File: src/logic/ppdec_pkg.sv
// Package for the parallel port register decode block.
// Holds register offsets, mode codes, field positions and reset values.
// Assumes the AXI4-Lite slave maps each register to one aligned word.
package ppdec_pkg;
	// Printed offsets are register indexes; byte address is index times 4
	localparam logic [10:0] IDX_DATA = 11'h000;
	localparam logic [10:0] IDX_STATUS = 11'h001;
	localparam logic [10:0] IDX_CONTROL = 11'h002;
	localparam logic [10:0] IDX_EPP_ADDR = 11'h003;
	localparam logic [10:0] IDX_EPP_EPP_DATA_PORT_0 = 11'h004;
	localparam logic [10:0] IDX_EPP_EPP_DATA_PORT_3 = 11'h007;
	localparam logic [10:0] IDX_HIGH_FIFO = 11'h400;
	localparam logic [10:0] IDX_CONFIG_B = 11'h401;
	localparam logic [10:0] IDX_EXT_CTRL = 11'h402;
	localparam logic [10:0] IDX_IND_INDEX = 11'h403;
	localparam logic [10:0] IDX_IND_DATA = 11'h404;
	localparam logic [10:0] IDX_AUX_STATUS = 11'h405;
	// Byte address width: index plus two byte bits
	localparam int ADDR_W = 13;
	localparam int IDX_LSB = 2;
	// Transfer modes in extended control bits 7:5
	localparam logic [2:0] MODE_COMPAT = 3'h0;
	localparam logic [2:0] MODE_BIDIR = 3'h1;
	localparam logic [2:0] MODE_FIFO = 3'h2;
	localparam logic [2:0] MODE_ECP = 3'h3;
	localparam logic [2:0] MODE_EPP = 3'h4;
	localparam logic [2:0] MODE_TEST = 3'h6;
	localparam logic [2:0] MODE_CONFIG = 3'h7;
	localparam int MODE_HI = 7;
	localparam int MODE_LO = 5;
	// Second-level indexes
	localparam logic [2:0] SL_CTRL_A = 3'h0;
	localparam logic [2:0] SL_CTRL_B = 3'h2;
	localparam logic [2:0] SL_CTRL_C = 3'h4;
	localparam logic [2:0] SL_PORT_CFG = 3'h5;
	localparam int SL_IDX_W = 3;
	// Config A bit 3 mirrors port config bit 7
	localparam int CFGA_BIT = 3;
	localparam int PCFG_BIT = 7;
	// Extended control bits 7:2 that software may write; bits 1:0 are not written
	localparam logic [7:0] ECR_WR_MASK = 8'hFC;
	localparam int ECR_FULL_BIT = 1;
	localparam int ECR_EMPTY_BIT = 0;
	// Reset values
	localparam logic [7:0] RST_BYTE = 8'h00;
	localparam logic [7:0] RST_ECR = 8'h00;
	// AXI responses
	localparam logic [1:0] RESP_OKAY = 2'h0;
	localparam logic [1:0] RESP_SLVERR = 2'h2;
	// Byte lane carrying the 8-bit register value
	localparam int LANE0 = 0;
endpackage

File: src/logic/ppdec_byte_reg.sv
// One 8-bit software-writable register with synchronous reset.
// Assumes the caller decodes the write strobe.
`timescale 1ns/1ps
`default_nettype none
module ppdec_byte_reg (
	// Clock and reset
	input wire logic clk_in,
	input wire logic rst_in,
	// Write port
	input wire logic wr_in,
	input wire logic [7:0] data_in,
	// Stored value
	output logic [7:0] value_out
);
	// Register holding the written byte
	always_ff @(posedge clk_in) begin
		if (rst_in) begin
			value_out <= ppdec_pkg::RST_BYTE;
		end else if (wr_in) begin
			value_out <= data_in;
		end
	end
endmodule
`default_nettype wire

File: src/logic/ppdec_sl_bank.sv
// Second-level register bank reached through the indirect index/data pair.
// Assumes the top module selects an index and strobes writes.
`timescale 1ns/1ps
`default_nettype none
module ppdec_sl_bank (
	// Clock and reset
	input wire logic clk_in,
	input wire logic rst_in,
	// Indirect access
	input wire logic [2:0] index_in,
	input wire logic wr_in,
	input wire logic [7:0] data_in,
	// Read back and port config
	output logic [7:0] rdata_out,
	output logic [7:0] port_cfg_out
);
	logic [7:0] ctrl_a; // Control register A
	logic [7:0] ctrl_b; // Control register B
	logic [7:0] ctrl_c; // Control register C
	logic [3:0] hit; // One-hot write select

	always_comb begin
		hit = 4'h0;
		case (index_in)
			ppdec_pkg::SL_CTRL_A: hit[0] = wr_in;
			ppdec_pkg::SL_CTRL_B: hit[1] = wr_in;
			ppdec_pkg::SL_CTRL_C: hit[2] = wr_in;
			ppdec_pkg::SL_PORT_CFG: hit[3] = wr_in;
			default: hit = 4'h0;
		endcase
	end

	ppdec_byte_reg u_a (.clk_in(clk_in), .rst_in(rst_in), .wr_in(hit[0]),
		.data_in(data_in), .value_out(ctrl_a));
	ppdec_byte_reg u_b (.clk_in(clk_in), .rst_in(rst_in), .wr_in(hit[1]),
		.data_in(data_in), .value_out(ctrl_b));
	ppdec_byte_reg u_c (.clk_in(clk_in), .rst_in(rst_in), .wr_in(hit[2]),
		.data_in(data_in), .value_out(ctrl_c));
	ppdec_byte_reg u_p (.clk_in(clk_in), .rst_in(rst_in), .wr_in(hit[3]),
		.data_in(data_in), .value_out(port_cfg_out));

	// Read mux; unused indexes read as zero
	always_comb begin
		case (index_in)
			ppdec_pkg::SL_CTRL_A: rdata_out = ctrl_a;
			ppdec_pkg::SL_CTRL_B: rdata_out = ctrl_b;
			ppdec_pkg::SL_CTRL_C: rdata_out = ctrl_c;
			ppdec_pkg::SL_PORT_CFG: rdata_out = port_cfg_out;
			default: rdata_out = ppdec_pkg::RST_BYTE;
		endcase
	end
endmodule
`default_nettype wire

File: src/logic/ppdec_top.sv
// Parallel port register decode with an AXI4-Lite slave.
// Assumes a single AXI master; the cable side is plain ports.
`timescale 1ns/1ps
`default_nettype none
module ppdec_top (
	// Clock and reset
	input wire logic clk_in,
	input wire logic rst_in,
	// AXI4-Lite write address
	input wire logic s_axi_awvalid_in,
	output logic s_axi_awready_out,
	input wire logic [12:0] s_axi_awaddr_in,
	// AXI4-Lite write data
	input wire logic s_axi_wvalid_in,
	output logic s_axi_wready_out,
	input wire logic [31:0] s_axi_wdata_in,
	input wire logic [3:0] s_axi_wstrb_in,
	// AXI4-Lite write response
	output logic s_axi_bvalid_out,
	input wire logic s_axi_bready_in,
	output logic [1:0] s_axi_bresp_out,
	// AXI4-Lite read address
	input wire logic s_axi_arvalid_in,
	output logic s_axi_arready_out,
	input wire logic [12:0] s_axi_araddr_in,
	// AXI4-Lite read data
	output logic s_axi_rvalid_out,
	input wire logic s_axi_rready_in,
	output logic [31:0] s_axi_rdata_out,
	output logic [1:0] s_axi_rresp_out,
	// Port placement strap and peripheral status
	input wire logic base_aligned_in,
	input wire logic [7:0] port_status_in,
	input wire logic [7:0] config_b_in,
	input wire logic fifo_full_in,
	input wire logic fifo_empty_in,
	input wire logic [7:0] fifo_rdata_in,
	input wire logic [7:0] aux_status_in,
	// Data toward the cable side
	output logic [7:0] data_latch_out,
	output logic [7:0] port_control_out,
	output logic [7:0] epp_address_out,
	output logic [2:0] mode_out,
	// Writes steered to the FIFOs and EPP data ports, and EPP data reads
	output logic fifo_wr_out,
	output logic fifo_is_addr_out,
	output logic [7:0] fifo_wdata_out,
	output logic epp_data_wr_out,
	output logic epp_data_rd_out,
	output logic [1:0] epp_port_out,
	output logic [7:0] epp_wdata_out,
	input wire logic [7:0] epp_rdata_in,
	// Second-level port configuration
	output logic [7:0] port_cfg_out
);
	////////////////////////////////////////////////////////////////////
	// Write channel capture: address and data taken in either order
	logic aw_held_q; // Address taken
	logic w_held_q; // Data taken
	logic [10:0] aw_idx_q; // Write register index
	logic [7:0] w_byte_q; // Write byte lane 0
	logic w_lane_q; // Lane 0 enabled
	logic wr_go; // Both halves present, response free
	logic [7:0] ecr_q; // Extended control
	logic [7:0] ind_idx_q; // Indirect index
	logic [2:0] mode; // Current mode
	logic epp_ok; // EPP decode allowed
	logic sl_ok; // Indirect decode allowed
	logic wr_hit; // Write decoded to a register
	logic wr_data_latch;
	logic wr_control;
	logic wr_epp_addr;
	logic wr_fifo;
	logic wr_ecr;
	logic wr_idx;
	logic wr_ind;
	logic wr_epp_data;
	logic [7:0] sl_rdata;
	logic [7:0] sl_cfg;

	// Ready on alternate cycles while the half is not yet held
	assign wr_go = aw_held_q && w_held_q && !s_axi_bvalid_out;
	assign mode = ecr_q[ppdec_pkg::MODE_HI:ppdec_pkg::MODE_LO];
	assign epp_ok = base_aligned_in && (mode == ppdec_pkg::MODE_EPP);
	assign sl_ok = base_aligned_in;

	// Address half of a write
	always_ff @(posedge clk_in) begin
		if (rst_in) begin
			aw_held_q <= 1'b0;
			aw_idx_q <= ppdec_pkg::IDX_DATA;
			s_axi_awready_out <= 1'b0;
		end else begin
			if (s_axi_awvalid_in && s_axi_awready_out) begin
				aw_held_q <= 1'b1;
				aw_idx_q <= s_axi_awaddr_in[ppdec_pkg::ADDR_W-1:ppdec_pkg::IDX_LSB];
			end else if (wr_go) begin
				aw_held_q <= 1'b0;
			end
			s_axi_awready_out <= !aw_held_q && !s_axi_awready_out;
		end
	end

	// Data half of a write
	always_ff @(posedge clk_in) begin
		if (rst_in) begin
			w_held_q <= 1'b0;
			w_byte_q <= ppdec_pkg::RST_BYTE;
			w_lane_q <= 1'b0;
			s_axi_wready_out <= 1'b0;
		end else begin
			if (s_axi_wvalid_in && s_axi_wready_out) begin
				w_held_q <= 1'b1;
				w_byte_q <= s_axi_wdata_in[7:0];
				w_lane_q <= s_axi_wstrb_in[ppdec_pkg::LANE0];
			end else if (wr_go) begin
				w_held_q <= 1'b0;
			end
			s_axi_wready_out <= !w_held_q && !s_axi_wready_out;
		end
	end

	////////////////////////////////////////////////////////////////////
	// Write decode by index and mode
	always_comb begin
		wr_data_latch = 1'b0;
		wr_control = 1'b0;
		wr_epp_addr = 1'b0;
		wr_fifo = 1'b0;
		wr_ecr = 1'b0;
		wr_idx = 1'b0;
		wr_ind = 1'b0;
		wr_epp_data = 1'b0;
		wr_hit = 1'b1;
		case (aw_idx_q)
			ppdec_pkg::IDX_DATA: begin
				if (mode == ppdec_pkg::MODE_COMPAT || mode == ppdec_pkg::MODE_BIDIR) begin
					wr_data_latch = 1'b1;
				end else if (mode == ppdec_pkg::MODE_ECP) begin
					wr_fifo = 1'b1;
				end else begin
					wr_hit = 1'b0;
				end
			end
			ppdec_pkg::IDX_CONTROL: wr_control = 1'b1;
			ppdec_pkg::IDX_EPP_ADDR: begin
				wr_epp_addr = epp_ok;
				wr_hit = epp_ok;
			end
			ppdec_pkg::IDX_HIGH_FIFO: begin
				wr_fifo = (mode == ppdec_pkg::MODE_FIFO) ||
					(mode == ppdec_pkg::MODE_ECP) || (mode == ppdec_pkg::MODE_TEST);
				wr_hit = wr_fifo;
			end
			ppdec_pkg::IDX_EXT_CTRL: wr_ecr = 1'b1;
			ppdec_pkg::IDX_IND_INDEX: begin
				wr_idx = sl_ok;
				wr_hit = sl_ok;
			end
			ppdec_pkg::IDX_IND_DATA: begin
				wr_ind = sl_ok;
				wr_hit = sl_ok;
			end
			ppdec_pkg::IDX_AUX_STATUS: wr_hit = 1'b1;
			default: begin
				if (aw_idx_q >= ppdec_pkg::IDX_EPP_EPP_DATA_PORT_0 &&
					aw_idx_q <= ppdec_pkg::IDX_EPP_EPP_DATA_PORT_3) begin
					wr_epp_data = epp_ok;
					wr_hit = epp_ok;
				end else begin
					wr_hit = 1'b0;
				end
			end
		endcase
	end

	// Data latch, control and EPP address via byte registers
	ppdec_byte_reg u_latch (.clk_in(clk_in), .rst_in(rst_in),
		.wr_in(wr_go && w_lane_q && wr_data_latch), .data_in(w_byte_q),
		.value_out(data_latch_out));
	ppdec_byte_reg u_ctrl (.clk_in(clk_in), .rst_in(rst_in),
		.wr_in(wr_go && w_lane_q && wr_control), .data_in(w_byte_q),
		.value_out(port_control_out));
	ppdec_byte_reg u_eppa (.clk_in(clk_in), .rst_in(rst_in),
		.wr_in(wr_go && w_lane_q && wr_epp_addr), .data_in(w_byte_q),
		.value_out(epp_address_out));

	always_ff @(posedge clk_in) begin
		if (rst_in) begin
			ecr_q <= ppdec_pkg::RST_ECR;
		end else if (wr_go && w_lane_q && wr_ecr) begin
			ecr_q <= w_byte_q & ppdec_pkg::ECR_WR_MASK;
		end
	end

	always_ff @(posedge clk_in) begin
		if (rst_in) begin
			ind_idx_q <= ppdec_pkg::RST_BYTE;
		end else if (wr_go && w_lane_q && wr_idx) begin
			ind_idx_q <= w_byte_q;
		end
	end

	ppdec_sl_bank u_sl (.clk_in(clk_in), .rst_in(rst_in),
		.index_in(ind_idx_q[ppdec_pkg::SL_IDX_W-1:0]),
		.wr_in(wr_go && w_lane_q && wr_ind), .data_in(w_byte_q),
		.rdata_out(sl_rdata), .port_cfg_out(sl_cfg));

	// Strobes toward FIFOs and EPP ports, plus mirrored state
	always_ff @(posedge clk_in) begin
		if (rst_in) begin
			fifo_wr_out <= 1'b0;
			fifo_is_addr_out <= 1'b0;
			fifo_wdata_out <= ppdec_pkg::RST_BYTE;
			epp_data_wr_out <= 1'b0;
			epp_wdata_out <= ppdec_pkg::RST_BYTE;
			mode_out <= ppdec_pkg::MODE_COMPAT;
			port_cfg_out <= ppdec_pkg::RST_BYTE;
		end else begin
			fifo_wr_out <= wr_go && w_lane_q && wr_fifo;
			fifo_is_addr_out <= (aw_idx_q == ppdec_pkg::IDX_DATA);
			fifo_wdata_out <= w_byte_q;
			epp_data_wr_out <= wr_go && w_lane_q && wr_epp_data;
			epp_wdata_out <= w_byte_q;
			mode_out <= mode;
			port_cfg_out <= sl_cfg;
		end
	end

	// Write response; unmapped gives SLVERR
	always_ff @(posedge clk_in) begin
		if (rst_in) begin
			s_axi_bvalid_out <= 1'b0;
			s_axi_bresp_out <= ppdec_pkg::RESP_OKAY;
		end else if (wr_go) begin
			s_axi_bvalid_out <= 1'b1;
			s_axi_bresp_out <= wr_hit ? ppdec_pkg::RESP_OKAY : ppdec_pkg::RESP_SLVERR;
		end else if (s_axi_bready_in) begin
			s_axi_bvalid_out <= 1'b0;
		end
	end

	////////////////////////////////////////////////////////////////////
	// Read path: one cycle after address is taken
	logic [10:0] ar_idx;
	logic [7:0] rd_byte;
	logic rd_hit;
	logic rd_epp;
	logic [7:0] ecr_view;

	assign ar_idx = s_axi_araddr_in[ppdec_pkg::ADDR_W-1:ppdec_pkg::IDX_LSB];
	// Live FIFO flags replace stored low bits
	always_comb begin
		ecr_view = ecr_q;
		ecr_view[ppdec_pkg::ECR_FULL_BIT] = fifo_full_in;
		ecr_view[ppdec_pkg::ECR_EMPTY_BIT] = fifo_empty_in;
	end

	// Read mux by index and mode
	always_comb begin
		rd_byte = ppdec_pkg::RST_BYTE;
		rd_hit = 1'b1;
		rd_epp = 1'b0;
		case (ar_idx)
			// data latch readable in modes 000/001
			ppdec_pkg::IDX_DATA: begin
				rd_hit = (mode == ppdec_pkg::MODE_COMPAT) || (mode == ppdec_pkg::MODE_BIDIR);
				rd_byte = data_latch_out;
			end
			ppdec_pkg::IDX_STATUS: rd_byte = port_status_in;
			ppdec_pkg::IDX_CONTROL: rd_byte = port_control_out;
			ppdec_pkg::IDX_EPP_ADDR: begin
				rd_hit = epp_ok;
				rd_byte = epp_address_out;
			end
			ppdec_pkg::IDX_HIGH_FIFO: begin
				if (mode == ppdec_pkg::MODE_ECP || mode == ppdec_pkg::MODE_TEST) begin
					rd_byte = fifo_rdata_in;
				end else if (mode == ppdec_pkg::MODE_CONFIG) begin
					rd_byte[ppdec_pkg::CFGA_BIT] = sl_cfg[ppdec_pkg::PCFG_BIT];
				end else begin
					rd_hit = 1'b0;
				end
			end
			ppdec_pkg::IDX_CONFIG_B: begin
				rd_hit = (mode == ppdec_pkg::MODE_CONFIG);
				rd_byte = config_b_in;
			end
			ppdec_pkg::IDX_EXT_CTRL: rd_byte = ecr_view;
			ppdec_pkg::IDX_IND_INDEX: begin
				rd_hit = sl_ok;
				rd_byte = ind_idx_q;
			end
			ppdec_pkg::IDX_IND_DATA: begin
				rd_hit = sl_ok;
				rd_byte = sl_rdata;
			end
			ppdec_pkg::IDX_AUX_STATUS: rd_byte = aux_status_in;
			default: begin
				if (ar_idx >= ppdec_pkg::IDX_EPP_EPP_DATA_PORT_0 && ar_idx <= ppdec_pkg::IDX_EPP_EPP_DATA_PORT_3) begin
					rd_hit = epp_ok;
					rd_epp = epp_ok;
					rd_byte = epp_rdata_in;
				end else begin
					rd_hit = 1'b0;
				end
			end
		endcase
	end

	// Read handshake and data; also EPP port select
	always_ff @(posedge clk_in) begin
		if (rst_in) begin
			s_axi_arready_out <= 1'b0;
			s_axi_rvalid_out <= 1'b0;
			s_axi_rdata_out <= 32'h00000000;
			s_axi_rresp_out <= ppdec_pkg::RESP_OKAY;
			epp_data_rd_out <= 1'b0;
			epp_port_out <= 2'h0;
		end else begin
			epp_data_rd_out <= 1'b0;
			s_axi_arready_out <= !s_axi_rvalid_out && !s_axi_arready_out &&
				s_axi_arvalid_in;
			if (s_axi_arvalid_in && s_axi_arready_out) begin
				s_axi_rvalid_out <= 1'b1;
				s_axi_rdata_out <= {24'h000000, rd_hit ? rd_byte : ppdec_pkg::RST_BYTE};
				s_axi_rresp_out <= rd_hit ? ppdec_pkg::RESP_OKAY : ppdec_pkg::RESP_SLVERR;
				epp_data_rd_out <= rd_epp;
			end else if (s_axi_rready_in) begin
				s_axi_rvalid_out <= 1'b0;
			end
			if (wr_go && wr_epp_data) begin
				epp_port_out <= aw_idx_q[1:0];
			end else if (s_axi_arvalid_in && s_axi_arready_out && rd_epp) begin
				epp_port_out <= ar_idx[1:0];
			end
		end
	end
endmodule
`default_nettype wire

File: config.mk
export PLATFORM = sky130hd
export DESIGN_NAME = ppdec_top
export DESIGN_NICKNAME = d
export VERILOG_FILES = /design/src/logic/ppdec_pkg.sv /design/src/logic/ppdec_byte_reg.sv /design/src/logic/ppdec_sl_bank.sv /design/src/logic/ppdec_top.sv
export SDC_FILE = /design/constraint.sdc
export NUM_CORES = 1
export LEC_CHECK = 0
export BUFFER_PORTS_ARGS = -buffer_cell sky130_fd_sc_hd__buf_4
export CAP_MARGIN = 0
export CORE_ASPECT_RATIO = 1.2
export CORE_UTILIZATION = 35
export CTS_BUF_LIST = sky130_fd_sc_hd__clkbuf_8 sky130_fd_sc_hd__clkbuf_16
export CTS_CLUSTER_SIZE = 30
export DETAILED_ROUTE_END_ITERATION = 16
export PLACE_DENSITY_LB_ADDON = 0.08
export SLEW_MARGIN = 20
export SYNTH_ARGS = -nofsm -noshare
export SYNTH_HDL_FRONTEND = slang
export SYNTH_SLANG_ARGS = --single-unit
File: constraint.sdc
create_clock -name clk_in -period 2.35 [get_ports clk_in]
set_clock_uncertainty 0.05 [all_clocks]
set_input_delay 0.3525 -clock clk_in [delete_from_list [all_inputs] [get_ports clk_in]]
set_output_delay 0.3525 -clock clk_in [all_outputs]
set_load 0.1 [all_outputs]
==> summary.txt <==
Placement
  – DPL Wire Length: 15100 µm
  – Placed cell areas: 7690 µm²
  – Count of input and output buffers: 152
  – Final RePlAce weighted congestion: 0.960

Critical path
  – Critical-path maximum fanout: 8
  – Critical path start-end classification: flip-flop to flip-flop
  – Worst Reg2Reg Path Length in Cells: 7
  – Kind of end point of the critical path: flip-flop
  – Worst reg2reg startpoint: aw_idx_q[4]
  – Data arrival time of the critical path: 2790 ps
  – Required time at the worst-slack endpoint: 2580 ps
  – Critical register-to-register path endpoint: u_sl.u_a.value_out[6]
  – Flop2flop setup slack: -210 ps
  – Kind of start point of the critical path: flip-flop

Route
  – DR DRC count: 0
  – Vias per std cell: 5.12
  – Routed Antenna Nets: 0
  – DR WL/cell: 17.8 µm
  – Drt first-iter violations: 365
  – Router iterations before antenna repair: 5
  – Total wire length: 20000 µm
  – Vias after detailed routing: 5766

Cells and area
  – Layout-stage area growth over the synthesis result: 33.4%
  – Nets: 1007
  – Ratio of cells with drive above 1 in the final layout: 0.269
  – Area of all sequential standard cells: 2640 µm²
  – Antenna diode count: 0
  – # fillers: 1721
  – Design Area, Final: 8350 µm²
  – Area of the multi-input gates: 3260 µm²

Global route
  – Initial antenna violation count: 0
  – Global-route wire length before repair: 29800 µm
  – Largest net degree at the start of global routing: 116
  – Overall track demand over capacity in global routing: 0.218
  – Number of global-route vias before repair: 5577
  – Total gr overflow: 0

Power
  – Part of the power in the clock network: 0.473
  – NetSw: 1.51 mW
  – Power density over cell area: 689 nW/µm²
  – Sequential Power Share: 0.402
  – Sw Share: 0.262
  – Combinational power share: 0.125
  – Internal cell power: 4.25 mW
  – Worst-case vdd ir drop: 0.424 mV
  – Leakage Power: 3.68 nW

Die
  – Std-Cell Core Area: 17500 µm²
  – Initial core utilization: 0.358
  – Die span in y: 149 µm
  – Die area: 18400 µm²
  – Die Span X: 124 µm
  – I/O pins: 210
  – Count of standard-cell rows: 53

Run status
  – Violations in the final reports: setup timing
  – Result of the run: finished with violations

CTS
  – Sinks on Clock Net: 132
  – CTS root buf: clkbuf_16
  – Cts bufs inserted: 17
  – Max clock buf depth: 2
  – Clock tree from TritonCTS: yes
  – Skew-Pair Late Insertion Delay: 420 ps
  – Number of levels the H-tree was split into: 4
  – Post-CTS Hold Fix Bufs: 0
  – Reg clk slew, reported paths: 60 ps

STA
  – Final Cycle Share: 1.09
  – Final count of negative-setup-slack endpoints: 32
  – Final number of max-transition violations: 0
  – Relative max-transition margin: 0.621
  – Tmin final: 2560 ps
  – Final worst setup slack: -205 ps
  – Post-Route Hold Slack: 133 ps
  – Maximum clock rate: 0.391 GHz
  – Unrepaired setup endpoints after global routing: true
  – Tightest Pin Transition: 567 ps
  – Final hold vios: 0

Yosys
  – Cell Area, Synth: 6260 µm²
  – Average size of a mapped cell: 8.46 µm²
  – Most used DFF post-synth: dfxtp_1
  – Count of different cell masters after synthesis: 53
  – Async SR Flop Fraction: 0
  – Number of warnings printed during yosys synthesis: 0
  – #FFs+latches synth: 132
  – Sequential element share of the synthesized area: 0.422
  – EDFF count, synth: 0
  – Cells after synthesis: 740

Worst hold path
  – Hold Path Stages: 3
  – Class of the tightest hold or removal check: input pin to flip-flop
  – Hold path start: s_axi_awaddr_in[4]
  – Destination of the worst hold path: aw_idx_q[2]

Job
  – Max_cap viols: 0
==> worst max-delay path, stage by stage (launching register included) <==
cell and delay, ps:
dfxtp_1 310, or4_4 530, or4_4 470, or4_4 460, nor3_4 180, buf_12 170, mux2i_1 180, nor2_1 70
==> repair_timing <==
item | in CTS | in global routing
endpoints found under the setup margin | 32 | 32
resized for setup | 6 | 2
pin swaps | 3 | 2
hold endpoints to repair | 0 | 0
buffers inserted | 1 | 1
==> power groups by stage <==
stage                     logic, mW  clock network (mW)  registers, mW
after floorplan               0.442                   0           2.43
after global placement        0.704                   0           2.36
after detailed placement      0.705                   0           2.36
after CTS                     0.712                2.77           2.31
after global routing          0.759                2.87           2.32
final                         0.721                2.72           2.31
==> final cells by class <==
cell class,instances,share of cell area
flip-flops and latches,132,0.316
clock buffers,21,0.0575
multi-input cells,543,0.391
clock inverters,10,0.0156
repair buffers,195,0.184
well taps,220,0.0330
inverters,6,0.00270
==> per-layer routing <==
metal,global-route usage,vias to the layer above,part of all wire
li1,-,2846,-
met1,0.263,2698,0.43
met2,0.369,190,0.49
met3,0.0487,32,0.053
met4,0.0869,0,0.029
met5,0,-,0
==> cells in the mapped netlist, drive strengths merged (2+ instances only) <==
cell / count / area [µm²]
dfxtp: 132 / 2640
nand2: 95 / 357
nor2: 86 / 323
mux2i: 68 / 681
a21oi: 52 / 260
buf: 46 / 304
clkbuf: 38 / 143
nor2b: 29 / 181
nand3: 16 / 80.1
nor3: 16 / 91.3
o21ai: 15 / 75.1
a211oi: 13 / 97.6
mux2: 10 / 113
a31oi: 9 / 56.3
a21o: 8 / 60.1
a221oi: 8 / 70.1
nand2b: 8 / 50.1
nand3b: 8 / 60.1
nor4: 8 / 50.1
and2: 7 / 43.8
nand4: 7 / 43.8
a32oi: 6 / 52.6
and3: 6 / 37.5
a22oi: 5 / 37.5
inv: 5 / 18.8
o22a: 4 / 35.0
or3: 4 / 25.0
a22o: 3 / 26.3
nor4b: 3 / 26.3
or4: 3 / 33.8
and3b: 2 / 17.5
nor3b: 2 / 15.0
o31ai: 2 / 15.0
or4b: 2 / 20.0
==> per-stage QoR <==
stage	setup TNS [ps]	power, mW	instances	setup WS, ps	utilization
2_1_floorplan	-3290	2.87	765	-216	-
3_3_place_gp	-5030	3.06	1094	-288	0.439
3_5_place_dp	-6160	3.07	1094	-323	0.439
4_1_cts	-5350	5.79	1126	-207	0.476
5_1_grt	-6810	5.95	1127	-279	0.477
6_report	-5110	5.76	1127	-205	0.477
==> layout by cell type (no fill, tap or decap), types with 13 or more instances in the layout <==
master	count
a211oi_1	13
nor2_1	86
nor2b_1	29
a21oi_1	52
nand3_1	16
nor3_1	15
clkbuf_16	17
conb_1	26
nand2_1	95
buf_4	187
dfxtp_1	132
mux2i_1	67
o21ai_0	14
==> registers in the layout, summed over array words and instances, names as in the netlist, 2 cells and up <==
name / cells
u_sl.u_p.value_out: 8
u_latch.value_out: 8
port_cfg_out: 8
u_sl.u_b.value_out: 8
u_ctrl.value_out: 8
u_eppa.value_out: 8
s_axi_rdata_out: 8
ecr_q: 6
u_sl.u_c.value_out: 8
ind_idx_q: 8
w_byte_q: 8
u_sl.u_a.value_out: 8
epp_wdata_out: 8
aw_idx_q: 11
epp_port_out: 2
mode_out: 3
==> how the worst max path moves through the flow <==
stage                startpoint                    end
floorplan           aw_idx_q[4]  u_sl.u_a.value_out[0]
global placement    aw_idx_q[4]  u_sl.u_p.value_out[0]
detailed placement  aw_idx_q[4]  u_sl.u_p.value_out[4]
CTS                 aw_idx_q[4]  u_sl.u_a.value_out[1]
global route        aw_idx_q[4]  u_sl.u_a.value_out[3]
finish              aw_idx_q[4]  u_sl.u_a.value_out[6]
==> logic make-up (layout without fill, tap and decap cells) <==
family                 after synthesis  count (layout)  share of synthesized area
XOR/XNOR                             2               2                    0.00280
AND/OR/NAND/NOR                    306             306                      0.239
flip-flops                         132             132                      0.422
AO/OA/AOI/OAI                      131             131                      0.134
buffers and inverters               90             232                     0.0750
other                                1              26                   0.000599
multiplexers                        78              78                      0.127
Note: power is estimated with default switching activity, not from simulation.
